File: src/hw/abu_defs.svh
// Register offsets, field positions, reset values and vectors of the breakpoint unit
`ifndef ABU_DEFS_SVH
`define ABU_DEFS_SVH
`define ABU_OFF_ADDR_HIGH   16'hFE0C
`define ABU_OFF_ADDR_LOW    16'hFE0D
`define ABU_OFF_STAT_CTRL   16'hFE0E
`define ABU_OFF_IRQ_STATUS  16'hFE10
`define ABU_OFF_IRQ_MASK    16'hFE11
`define ABU_BIT_ENABLE      7
`define ABU_BIT_ACTIVE      6
`define ABU_RST_BYTE        8'h00
`define ABU_VEC_USER        16'hFFFC
`define ABU_VEC_MONITOR     16'hFEFC
`define ABU_OPC_SWI         8'h83
`define ABU_EVT_MATCH       0
`define ABU_EVT_SOFT        1
`define ABU_EVT_WAIT_EXIT   2
`define ABU_EVT_BITS        3
`endif

File: src/hw/abu_pkg.sv
// Types shared by the breakpoint unit files
package abu_pkg;
   typedef struct packed {
      logic [15:0] addr;
      logic        pc_fetch;
      logic        last_cycle;
      logic        rti_done;
      logic        from_cpu;
   } abu_cpu_type;

   typedef struct packed {
      logic        inject_swi;
      logic [15:0] vector;
      logic [7:0]  opcode;
   } abu_inject_type;

   typedef enum logic [1:0] {
      ABU_IDLE,
      ABU_PENDING,
      ABU_IN_BREAK
   } abu_state_type;
endpackage : abu_pkg

File: src/hw/abu_top.sv
// Address breakpoint unit: compare, break request, registers, interrupt
//
// Summary of operation
// - Raise break request when CPU program address equals 16-bit break address.
// - Break vectors to FFFC:FFFD in user mode, FEFC:FEFD in monitor mode.
// - Break loads instruction register with software interrupt opcode.
// - Break starts after current instruction; immediately if match on last cycle.
// - Return from interrupt inside break routine ends break state.
// - Software writing one to active bit triggers a break.
// - Enable bit 7 is read/write, gates matches, cleared by zero or reset.
// - Active bit set by match, readable, cleared by zero write or reset.
// - Address high at FE0C, low at FE0D, read/write, reset to zero.
// - Status/control at FE0E: enable bit 7, active bit 6, others zero.
// - Timer counters are frozen while a break is active.
// - Watchdog held disabled during break when high test voltage present.
// - Flags clearable during break only when clear enable bit is set.
// - Comparison continues in wait mode; wait flag marks wait exit by break.
// - In stop mode matches are ignored but an active-bit write still breaks; register contents unchanged by stop.
// - Only CPU-generated program counter addresses are compared.
//
// The Wishbone interface to the registers was chosen for this implementation.
`timescale 1ns/100ps
`include "abu_defs.svh"
module abu_top (
   input  wire logic              clk,
   input  wire logic              reset_n,
   input  wire logic              wb_cyc_i,
   input  wire logic              wb_stb_i,
   input  wire logic              wb_we_i,
   input  wire logic [15:0]       wb_adr_i,
   input  wire logic [7:0]        wb_dat_i,
   input  wire logic              wb_sel_i,
   output logic                   wb_ack_o,
   output logic [7:0]             wb_dat_o,
   input  wire abu_pkg::abu_cpu_type cpu_i,
   input  wire logic              monitor_mode,
   input  wire logic              high_test_voltage,
   input  wire logic              wait_mode,
   input  wire logic              stop_mode,
   input  wire logic              break_flag_clear_enable,
   output abu_pkg::abu_inject_type inject_o,
   output logic                   breakpoint_request,
   output logic                   timer_freeze,
   output logic                   watchdog_hold,
   output logic                   flag_clear_allow,
   output logic                   break_wait_flag,
   output logic                   irq
);
   import abu_pkg::*;

   logic [7:0]          addr_high_q;
   logic [7:0]          addr_low_q;
   logic                enable_q;
   logic                active_q;
   logic [`ABU_EVT_BITS-1:0] irq_status_q;
   logic [`ABU_EVT_BITS-1:0] irq_mask_q;
   abu_state_type       state_q;
   abu_inject_type      inject_q;
   logic                request_q;
   logic                freeze_q;
   logic                wd_hold_q;
   logic                clr_allow_q;
   logic                bw_q;
   logic                irq_q;
   logic                wr_stb;
   logic [15:0]         acc_addr;
   logic [7:0]          acc_data;
   logic [7:0]          rd_data;
   logic                match;
   logic                soft_break;
   logic                start_now;
   logic [`ABU_EVT_BITS-1:0] evt;
   logic                wr_ctrl;

   // ----------------------------------------------------------------------
   // Bus slave
   // ----------------------------------------------------------------------
   abu_wb_slave #(
      .AW (16)
   ) u_slave (
      .clk      (clk),
      .reset_n  (reset_n),
      .wb_cyc_i (wb_cyc_i),
      .wb_stb_i (wb_stb_i),
      .wb_we_i  (wb_we_i),
      .wb_adr_i (wb_adr_i),
      .wb_dat_i (wb_dat_i),
      .wb_sel_i (wb_sel_i),
      .rd_data  (rd_data),
      .wb_ack_o (wb_ack_o),
      .wb_dat_o (wb_dat_o),
      .wr_stb   (wr_stb),
      .acc_addr (acc_addr),
      .acc_data (acc_data)
   );

   always_comb begin
      unique case (acc_addr)
         `ABU_OFF_ADDR_HIGH: rd_data = addr_high_q;
         `ABU_OFF_ADDR_LOW:  rd_data = addr_low_q;
         `ABU_OFF_STAT_CTRL: rd_data = {enable_q, active_q, 6'h00};
         `ABU_OFF_IRQ_STATUS: rd_data = {5'h00, irq_status_q};
         `ABU_OFF_IRQ_MASK:  rd_data = {5'h00, irq_mask_q};
         default:            rd_data = 8'h00;
      endcase
   end

   assign wr_ctrl = wr_stb && (acc_addr == `ABU_OFF_STAT_CTRL);

   // ----------------------------------------------------------------------
   // Break address registers
   // ----------------------------------------------------------------------
   // Stop mode touches none of these; only reset and writes do
   always_ff @(posedge clk or negedge reset_n) begin
      if (!reset_n) begin
         addr_high_q <= `ABU_RST_BYTE;
         addr_low_q  <= `ABU_RST_BYTE;
      end else if (wr_stb) begin
         if (acc_addr == `ABU_OFF_ADDR_HIGH) begin
            addr_high_q <= acc_data;
         end
         if (acc_addr == `ABU_OFF_ADDR_LOW) begin
            addr_low_q <= acc_data;
         end
      end
   end

   // ----------------------------------------------------------------------
   // Compare
   // ----------------------------------------------------------------------
   // Comparison is off in stop; wait mode keeps it running
   assign match = enable_q && !stop_mode
                  && cpu_i.from_cpu && cpu_i.pc_fetch
                  && (cpu_i.addr == {addr_high_q, addr_low_q});
   assign soft_break = wr_ctrl && acc_data[`ABU_BIT_ACTIVE];

   // ----------------------------------------------------------------------
   // Enable and active bits
   // ----------------------------------------------------------------------
   always_ff @(posedge clk or negedge reset_n) begin
      if (!reset_n) begin
         enable_q <= 1'b0;
      end else if (wr_ctrl) begin
         enable_q <= acc_data[`ABU_BIT_ENABLE];
      end
   end

   // A match in the same cycle as a zero write keeps the bit set
   always_ff @(posedge clk or negedge reset_n) begin
      if (!reset_n) begin
         active_q <= 1'b0;
      end else if (match || soft_break) begin
         active_q <= 1'b1;
      end else if (wr_ctrl) begin
         active_q <= 1'b0;
      end
   end

   // ----------------------------------------------------------------------
   // Break sequencing
   // ----------------------------------------------------------------------
   // No boundary counts in stop, so a trigger there waits in pending
   assign start_now = cpu_i.last_cycle && !stop_mode;

   always_ff @(posedge clk or negedge reset_n) begin
      if (!reset_n) begin
         state_q <= ABU_IDLE;
      end else if (stop_mode && state_q == ABU_PENDING) begin
         state_q <= ABU_PENDING;
      end else begin
         unique case (state_q)
            ABU_IDLE: begin
               if (match || soft_break) begin
                  state_q <= start_now ? ABU_IN_BREAK : ABU_PENDING;
               end
            end
            ABU_PENDING: begin
               if (start_now) begin
                  state_q <= ABU_IN_BREAK;
               end
            end
            ABU_IN_BREAK: begin
               if (cpu_i.rti_done) begin
                  state_q <= ABU_IDLE;
               end
            end
         endcase
      end
   end

   // Request stays up from the trigger until the routine returns
   always_ff @(posedge clk or negedge reset_n) begin
      if (!reset_n) begin
         request_q <= 1'b0;
      end else if (match || soft_break) begin
         request_q <= 1'b1;
      end else if (state_q == ABU_IN_BREAK && cpu_i.rti_done) begin
         request_q <= 1'b0;
      end
   end

   // Opcode injection is a one-cycle pulse at the instruction boundary
   always_ff @(posedge clk or negedge reset_n) begin
      if (!reset_n) begin
         inject_q <= '0;
      end else begin
         inject_q.inject_swi <= start_now && !stop_mode &&
            (state_q == ABU_PENDING ||
             (state_q == ABU_IDLE && (match || soft_break)));
         inject_q.opcode <= `ABU_OPC_SWI;
         inject_q.vector <= monitor_mode ? `ABU_VEC_MONITOR
                                         : `ABU_VEC_USER;
      end
   end

   // ----------------------------------------------------------------------
   // Side effects of the break state
   // ----------------------------------------------------------------------
   always_ff @(posedge clk or negedge reset_n) begin
      if (!reset_n) begin
         freeze_q    <= 1'b0;
         wd_hold_q   <= 1'b0;
         clr_allow_q <= 1'b1;
      end else begin
         freeze_q    <= (state_q == ABU_IN_BREAK);
         wd_hold_q   <= (state_q == ABU_IN_BREAK) && high_test_voltage;
         clr_allow_q <= (state_q != ABU_IN_BREAK)
                        || break_flag_clear_enable;
      end
   end

   // Set on a break leaving wait; cleared once the routine returns
   always_ff @(posedge clk or negedge reset_n) begin
      if (!reset_n) begin
         bw_q <= 1'b0;
      end else if (wait_mode && (match || soft_break)) begin
         bw_q <= 1'b1;
      end else if (state_q == ABU_IN_BREAK && cpu_i.rti_done) begin
         bw_q <= 1'b0;
      end
   end

   // ----------------------------------------------------------------------
   // Interrupt status and mask
   // ----------------------------------------------------------------------
   assign evt = {wait_mode && match, soft_break, match};

   always_ff @(posedge clk or negedge reset_n) begin
      if (!reset_n) begin
         irq_status_q <= '0;
      end else if (wr_stb && acc_addr == `ABU_OFF_IRQ_STATUS) begin
         // New events win over a write-one clear in the same cycle
         irq_status_q <= (irq_status_q & ~acc_data[`ABU_EVT_BITS-1:0]) | evt;
      end else begin
         irq_status_q <= irq_status_q | evt;
      end
   end

   always_ff @(posedge clk or negedge reset_n) begin
      if (!reset_n) begin
         irq_mask_q <= '0;
      end else if (wr_stb && acc_addr == `ABU_OFF_IRQ_MASK) begin
         irq_mask_q <= acc_data[`ABU_EVT_BITS-1:0];
      end
   end

   always_ff @(posedge clk or negedge reset_n) begin
      if (!reset_n) begin
         irq_q <= 1'b0;
      end else begin
         irq_q <= |(irq_status_q & irq_mask_q);
      end
   end

   // ----------------------------------------------------------------------
   // Outputs
   // ----------------------------------------------------------------------
   assign inject_o           = inject_q;
   assign breakpoint_request = request_q;
   assign timer_freeze       = freeze_q;
   assign watchdog_hold      = wd_hold_q;
   assign flag_clear_allow   = clr_allow_q;
   assign break_wait_flag    = bw_q;
   assign irq                = irq_q;
endmodule : abu_top

File: src/hw/abu_wb_slave.sv
// Classic Wishbone byte slave front end for the breakpoint unit
`timescale 1ns/100ps
module abu_wb_slave #(
   parameter int AW = 16
) (
   input  wire logic          clk,
   input  wire logic          reset_n,
   input  wire logic          wb_cyc_i,
   input  wire logic          wb_stb_i,
   input  wire logic          wb_we_i,
   input  wire logic [AW-1:0] wb_adr_i,
   input  wire logic [7:0]    wb_dat_i,
   input  wire logic          wb_sel_i,
   input  wire logic [7:0]    rd_data,
   output logic               wb_ack_o,
   output logic [7:0]         wb_dat_o,
   output logic               wr_stb,
   output logic [AW-1:0]      acc_addr,
   output logic [7:0]         acc_data
);
   logic req;

   initial begin
      if (AW < 16) $error("abu_wb_slave needs at least 16 address bits");
   end

   // ----------------------------------------------------------------------
   // Single-cycle answer
   // ----------------------------------------------------------------------
   assign req      = wb_cyc_i && wb_stb_i && !wb_ack_o;
   assign acc_addr = wb_adr_i;
   assign acc_data = wb_dat_i;
   // Write pulses only on the edge the ack is given, so it fires once
   assign wr_stb   = req && wb_we_i && wb_sel_i;

   always_ff @(posedge clk or negedge reset_n) begin
      if (!reset_n) begin
         wb_ack_o <= 1'b0;
         wb_dat_o <= 8'h00;
      end else begin
         wb_ack_o <= req;
         if (req && !wb_we_i) begin
            wb_dat_o <= wb_sel_i ? rd_data : 8'h00;
         end
      end
   end
endmodule : abu_wb_slave

File: config.mk
export PLATFORM = sky130hd
export DESIGN_NAME = abu_top
export DESIGN_NICKNAME = d
export VERILOG_FILES = /design/src/hw/abu_pkg.sv /design/src/hw/abu_top.sv /design/src/hw/abu_wb_slave.sv
export VERILOG_INCLUDE_DIRS = /design/src /design/src/hw
export SDC_FILE = /design/constraint.sdc
export NUM_CORES = 1
export LEC_CHECK = 0
export BUFFER_PORTS_ARGS = -buffer_cell sky130_fd_sc_hd__buf_2
export CORE_ASPECT_RATIO = 0.9
export CORE_UTILIZATION = 45
export DETAILED_ROUTE_END_ITERATION = 7
export GPL_TIMING_DRIVEN = 1
export PLACE_DENSITY = 0.85
export SLEW_MARGIN = 20
export SYNTH_ARGS = -nofsm -noshare
export SYNTH_HDL_FRONTEND = slang
export SYNTH_HIERARCHICAL = 1
export SYNTH_SLANG_ARGS = --single-unit
File: constraint.sdc
create_clock -name clk -period 2.2 [get_ports clk]
set_input_delay 0.11 -clock clk [delete_from_list [all_inputs] [get_ports clk]]
set_output_delay 0.11 -clock clk [all_outputs]
set_load 0.005 [all_outputs]
Word-level counts from Yosys, hierarchy flattened
Cells that the tools add are included.
Widths: inputs -> output; s select.
{"block": "classes", "n_bitwise": 5, "n_mux": 15, "reduce_logical": 36, "n_eq_ne": 12}
{"cell": "$eq 16x16->1 const B", "n": 5}
{"cell": "$pmux 8 s5", "n": 1}
{"cell": "$logic_and 1x1->1", "n": 22}
{"cell": "$eq 16x16->1", "n": 1}
{"cell": "$mux 2", "n": 5}
{"cell": "$mux 9", "n": 1}
{"cell": "$mux 8", "n": 1}
{"cell": "$and 3x3->3", "n": 2}
{"cell": "$ne 3x3->1 const B", "n": 2}
{"cell": "$or 3x3->3", "n": 2}
{"cell": "$pmux 2 s3", "n": 1}
{"cell": "$reduce_bool 2->1", "n": 3}
{"cell": "$mux 1", "n": 5}
{"cell": "$reduce_and 2->1", "n": 2}
{"cell": "$logic_not 1->1", "n": 3}
{"cell": "$logic_or 1x1->1", "n": 3}
{"cell": "$mux 3", "n": 1}
{"cell": "$ne 3x2->1 const B", "n": 1}
{"cell": "$not 3->3", "n": 1}
{"cell": "$reduce_and 3->1", "n": 1}
{"cell": "$reduce_or 3->1", "n": 1}
{"cell": "$eq 2x1->1 const B", "n": 1}
{"cell": "$eq 2x2->1 const B", "n": 1}
{"cell": "$logic_not 2->1", "n": 1}
{"cell": "$ne 2x2->1 const B", "n": 1}
{"block": "word_totals", "word_cells": 86, "register_bits": 53, "input_bits": 55, "output_inout_bits": 40}

Depth between registers and ports, before layout
{"block": "depth", "depth_word": 10, "mapped_depth": 9, "depth_no_buf": 8}

By module
Netlist, hierarchy kept.
{"module": "abu_top", "n_inst": 1, "seq_area_each_um2": 877.1, "cells_each": 193, "area_per_inst_um2": 2029.4}
{"module": "abu_wb_slave", "n_inst": 1, "seq_area_each_um2": 225.2, "cells_each": 62, "area_per_inst_um2": 590.6}

Least setup slack after synthesis
No wires, ideal clock.
{"block": "synth_path", "path_kind": "register to register", "from": "register u_slave.wb_ack_o", "to": "register state_q[1]", "path_buffers": 1, "stages_incl_launch_ff": 9, "setup_time_ps": 127, "required_time_ps": 2073, "setup_slack_ps": -42, "arrival_ps": 2115, "synth_period_minus_slack_ps": 2242, "path_cell_list": "dfrtp_1 and3b_1 and3_2 clkbuf_1 nand3_1 nor4_4 a21oi_2 a222oi_1 mux2_1"}
{"block": "synth_between", "elab_chain_len": 9}
{"element": "start, declared", "line": "abu_wb_slave.sv:15", "source": "output logic wb_ack_o,"}
{"element": "start signal, assigned", "line": "abu_wb_slave.sv:41", "source": "wb_ack_o <= req;"}
{"element": "$logic_not 1->1", "line": "abu_wb_slave.sv:30", "source": "assign req = wb_cyc_i && wb_stb_i && !wb_ack_o;"}
{"element": "$logic_and 1x1->1", "line": "abu_wb_slave.sv:30"}
{"element": "net u_slave.req", "line": "abu_wb_slave.sv:21", "source": "logic req;"}
{"element": "$logic_and 1x1->1 (2 in a row)", "line": "abu_wb_slave.sv:34", "source": "assign wr_stb = req && wb_we_i && wb_sel_i;"}
{"element": "net wr_stb", "line": "abu_top.sv:65", "source": "logic wr_stb;"}
{"element": "$logic_and 1x1->1", "line": "abu_top.sv:108", "source": "assign wr_ctrl = wr_stb && (acc_addr == `ABU_OFF_STAT_CTRL);"}
{"element": "$logic_and 1x1->1", "line": "abu_top.sv:135", "source": "assign soft_break = wr_ctrl && acc_data[`ABU_BIT_ACTIVE];"}
{"element": "$logic_or 1x1->1", "line": "abu_top.sv:173", "source": "if (match || soft_break) begin"}
{"element": "$ne 3x3->1 (no line)"}
{"element": "$reduce_and 3->1 (no line)"}
{"element": "end signal, assigned", "line": "abu_top.sv:174", "source": "state_q <= start_now ? ABU_IN_BREAK : ABU_PENDING;"}
{"element": "end, declared", "line": "abu_top.sv:57", "source": "abu_state_type state_q;"}
The timed path passes the listed nets, and every way through them passes these cells.
A chain may end at the register's enable or synchronous reset.

Worst setup path after layout
Ends and elaborated chain as after synthesis.

==> impl_summary.log <==
INFO  metric ios = 95
INFO  metric dp.cells = 374
INFO  metric cellPowerDensity = slightly below 600 nW/um2
INFO  metric layoutNonFillerInstCount = approximately 380
INFO  metric ys_warn_count = 6
INFO  metric synth_mux_area_share = between 10 and 15%
INFO  metric initial_antenna_violation_count = 0
INFO  metric seq_power_share = about half
INFO  metric timing.hold.worst.class = primary input to register
INFO  metric rrSetupSlack = around 0.11 ns
INFO  metric syn_area = approximately 2600 um2
INFO  metric area.sequential = 1100 um2
INFO  metric grt_setup_unrepaired = false
INFO  metric run_status = completed
INFO  metric setup_viol = 0
INFO  metric yosysTopAreaCellShare = 41.1%
INFO  metric die_height = 74.4 um
INFO  metric syn-instance-count = 255
INFO  metric synth_top_flop_cell = sky130_fd_sc_hd__dfrtp_1
INFO  metric n_fill_cell = 498
INFO  metric vdd_ir_drop_max = between 0.2 and 0.3 mV
INFO  metric final_hold_viol_count = 0
INFO  metric pwr-share-comb = about a fifth
INFO  metric synth-compound-area-share = about 5.6%
INFO  metric grt_pass1_vias = approximately 1900
INFO  metric cts_setup_buffers = 0
INFO  metric initial_core_util = 48.1%
INFO  metric clkTransAtPathRegs = around 0.08 ns
INFO  metric yosys.area_share.adder = 1.43%
INFO  metric drt_drc_violations_left = 0
INFO  metric cts_root_buf = sky130_fd_sc_hd__clkbuf_8
INFO  metric area.growth.synth_to_final = 13.9%
INFO  metric synth-edff-count = 0
INFO  metric netlist_top_cells_area = sky130_fd_sc_hd__dfrtp_1 41%, sky130_fd_sc_hd__buf_4 13%, sky130_fd_sc_hd__mux2_2 8.6%
INFO  metric buffer_ports.inserted = 87
INFO  metric synthTopCellsByCount = 46 x sky130_fd_sc_hd__buf_4, 43 x sky130_fd_sc_hd__dfrtp_1, 26 x sky130_fd_sc_hd__nand2_1, 20 x sky130_fd_sc_hd__mux2_2
INFO  metric timing.final.crit_period = 2.09 ns
INFO  metric place.gp.congestion = 0.864
INFO  metric crit_path_start_kind = register
INFO  metric grt_first_pass_wirelength = roughly 9000 um
INFO  metric dp_hpwl = 4490 um
INFO  metric multiInputGateArea = 1110 um2
INFO  metric clk_path_buf_depth = 2
INFO  metric max_clock_freq = between 0.4 and 0.5 GHz
INFO  metric synthDistinctLibCells = 43
INFO  metric die-width = slightly above 80 um
INFO  metric power_switching = ~470 uW
INFO  metric clk_latency_worst_skew_pair = roughly 0.30 ns
INFO  metric synth_top_family_by_area = buffers and inverters
INFO  metric crit_arrival = 2.28 ns
INFO  metric via_count = between 1500 and 2000
INFO  metric finalMaxSlewViolations = 0
INFO  metric cell_taking_the_most_area_after_synthesis = sky130_fd_sc_hd__dfrtp_1
INFO  metric groute.usage.overall = a little over 20%
INFO  metric tritoncts = built
INFO  metric synthesized_area_per_cell = 10.3 um2
INFO  metric clock_sinks = 44
INFO  metric htree_num_levels = 2
INFO  metric core = 5440 um2
INFO  metric cp.required = between 2 and 2.5 ns
INFO  metric crit_path_max_fanout = 3
INFO  metric post-synth-top-count-cell = sky130_fd_sc_hd__buf_4
INFO  metric die-area = a little over 6000 um2
INFO  metric p_leak = around 1.5 nW
INFO  metric timing.setup.tns = 0 ns
INFO  metric ys_seq_elements = 44
INFO  metric initialDrtViolationCount = about 220
INFO  metric postRouteWirelength = between 5000 and 6000 um
INFO  metric final_nets = ~370
INFO  metric dr.pass1.iters = 5
INFO  metric synth_sequential_area_ratio = 42.1%
INFO  metric internal-power = 1.29 mW
INFO  metric gr_ovfl_total = 0
INFO  metric cp-end-kind = register
INFO  metric route.detailed.vias_per_inst = about 5.1
INFO  metric clock_skew = 0.00617 ns
INFO  metric maximum_number_of_pins_on_one_net_before_global_route_repair = 22
INFO  metric switching_share = 26.7%
INFO  metric rows = 25
INFO  metric drv_cap = 0
INFO  metric post_drt_wl_per_cell = approximately 15 um
INFO  metric post_synth_arst_share = 100%
INFO  metric diodes = 0
INFO  metric synthXorXnorAreaFrac = between 5 and 6%
INFO  metric power.clock.fraction = around a third
INFO  metric final_antenna_net_count = 0
INFO  metric finalCritPeriodShare = a little over nine tenths
INFO  metric cts_made_buffers = 5
INFO  metric drive_gt1_share = 41.5%
INFO  metric synth_simple_gate_area_share = between 10% and 20%
INFO  metric worst-setup-path-type = register to register
## path summary, 6_finish.rpt
kind / end / cells after the start / start
worst max-delay path: state_q[1] / 7 / u_slave/wb_ack_o
worst min-delay path: flag_clear_allow / 2 / break_flag_clear_enable
worst max register to register: state_q[1] / 7 / u_slave/wb_ack_o
worst min register to register: break_wait_flag / 2 / break_wait_flag
max in group asynchronous: flag_clear_allow / 3 / reset_n
min in group asynchronous: irq_status_q[2] / 2 / reset_n
## per-layer routing
layer  track usage [%]  vias up  share of wire [%]
met2              33.2       70                 48
met3              5.64        5                6.7
met4              7.02        0                1.1
met5                 0        -                  0
li1                  -      940                  -
met1              26.0      948                 44
## power by group through the flow
stage	registers (mW)	clock network [mW]	logic, mW
floorplan	0.875	0	0.249
CTS	0.860	0.568	0.352
global route	0.863	0.607	0.396
global placement	0.873	0	0.332
finish	0.860	0.554	0.351
detailed placement	0.876	0	0.347
## flip-flops by register name, summed over array words and instances, names as in the netlist, 2 cells and up
name              count
addr_high_q           8
addr_low_q            8
inject_o              3
irq_mask_q            3
irq_status_q          3
state_q               2
u_slave/wb_dat_o      8
## what timing repair did
item,in CTS,in global routing
hold buffers,2,0
hold endpoints to repair,20,0
setup endpoints to repair,0,2
resized for setup,0,2
## stage by stage
step / area (um2) / utilization [%] / worst slack (ns) / power [mW] / hold slack (ns)
finish: 2990 / 54.9 / 0.105 / 1.76 / 0.0112
global placement: 2860 / 52.6 / 0.115 / 1.21 / 0.0897
floorplan: 2640 / - / 0.0159 / 1.12 / -0.186
CTS: 2980 / 54.7 / 0.0595 / 1.78 / 0.00780
global route: 2990 / 54.9 / 0.00588 / 1.87 / 0.00219
detailed placement: 2860 / 52.6 / 0.0703 / 1.22 / 0.0860
## kinds of logic after synthesis
logic type / Yosys count
compound gates: 19
xor+xnor: 16
fa+ha+maj: 3
buf+inv: 67
flops: 44
mux: 33
other cells: 2
simple gates: 71
## placed cells by master (no fill, tap or decap), drive strengths merged, types with 2 or more instances in the layout
cell,n
dfrtp,43
a222oi,5
xnor2,16
inv,16
a21oi,3
nor3,5
nand3,9
ha,3
nor4,4
nand4,6
nand2,26
clkbuf,7
a22o,4
a21o,2
mux2i,12
o21ai,3
buf,97
dlygate4sd3,2
nor2,6
conb,8
mux2,21
nand4b,3
## worst max-delay path, stage by stage, from the launching register on
cell                       delay [ns]
sky130_fd_sc_hd__dfrtp_1         0.39
sky130_fd_sc_hd__and3b_2         0.25
sky130_fd_sc_hd__and3_2          0.21
sky130_fd_sc_hd__nand3_2         0.09
sky130_fd_sc_hd__nor4_4          0.22
sky130_fd_sc_hd__a21oi_2         0.07
sky130_fd_sc_hd__a222oi_1        0.38
sky130_fd_sc_hd__mux2_1          0.37
## area by class of cell
class                   instances  area share, %
multi-input cells             150           37.3
flip-flops and latches         44           36.9
repair buffers                 99           17.8
clock buffers                   7           3.23
well taps                      67           2.81
inverters                      16           2.01
No activity file was read; power rests on OpenSTA's default activity.
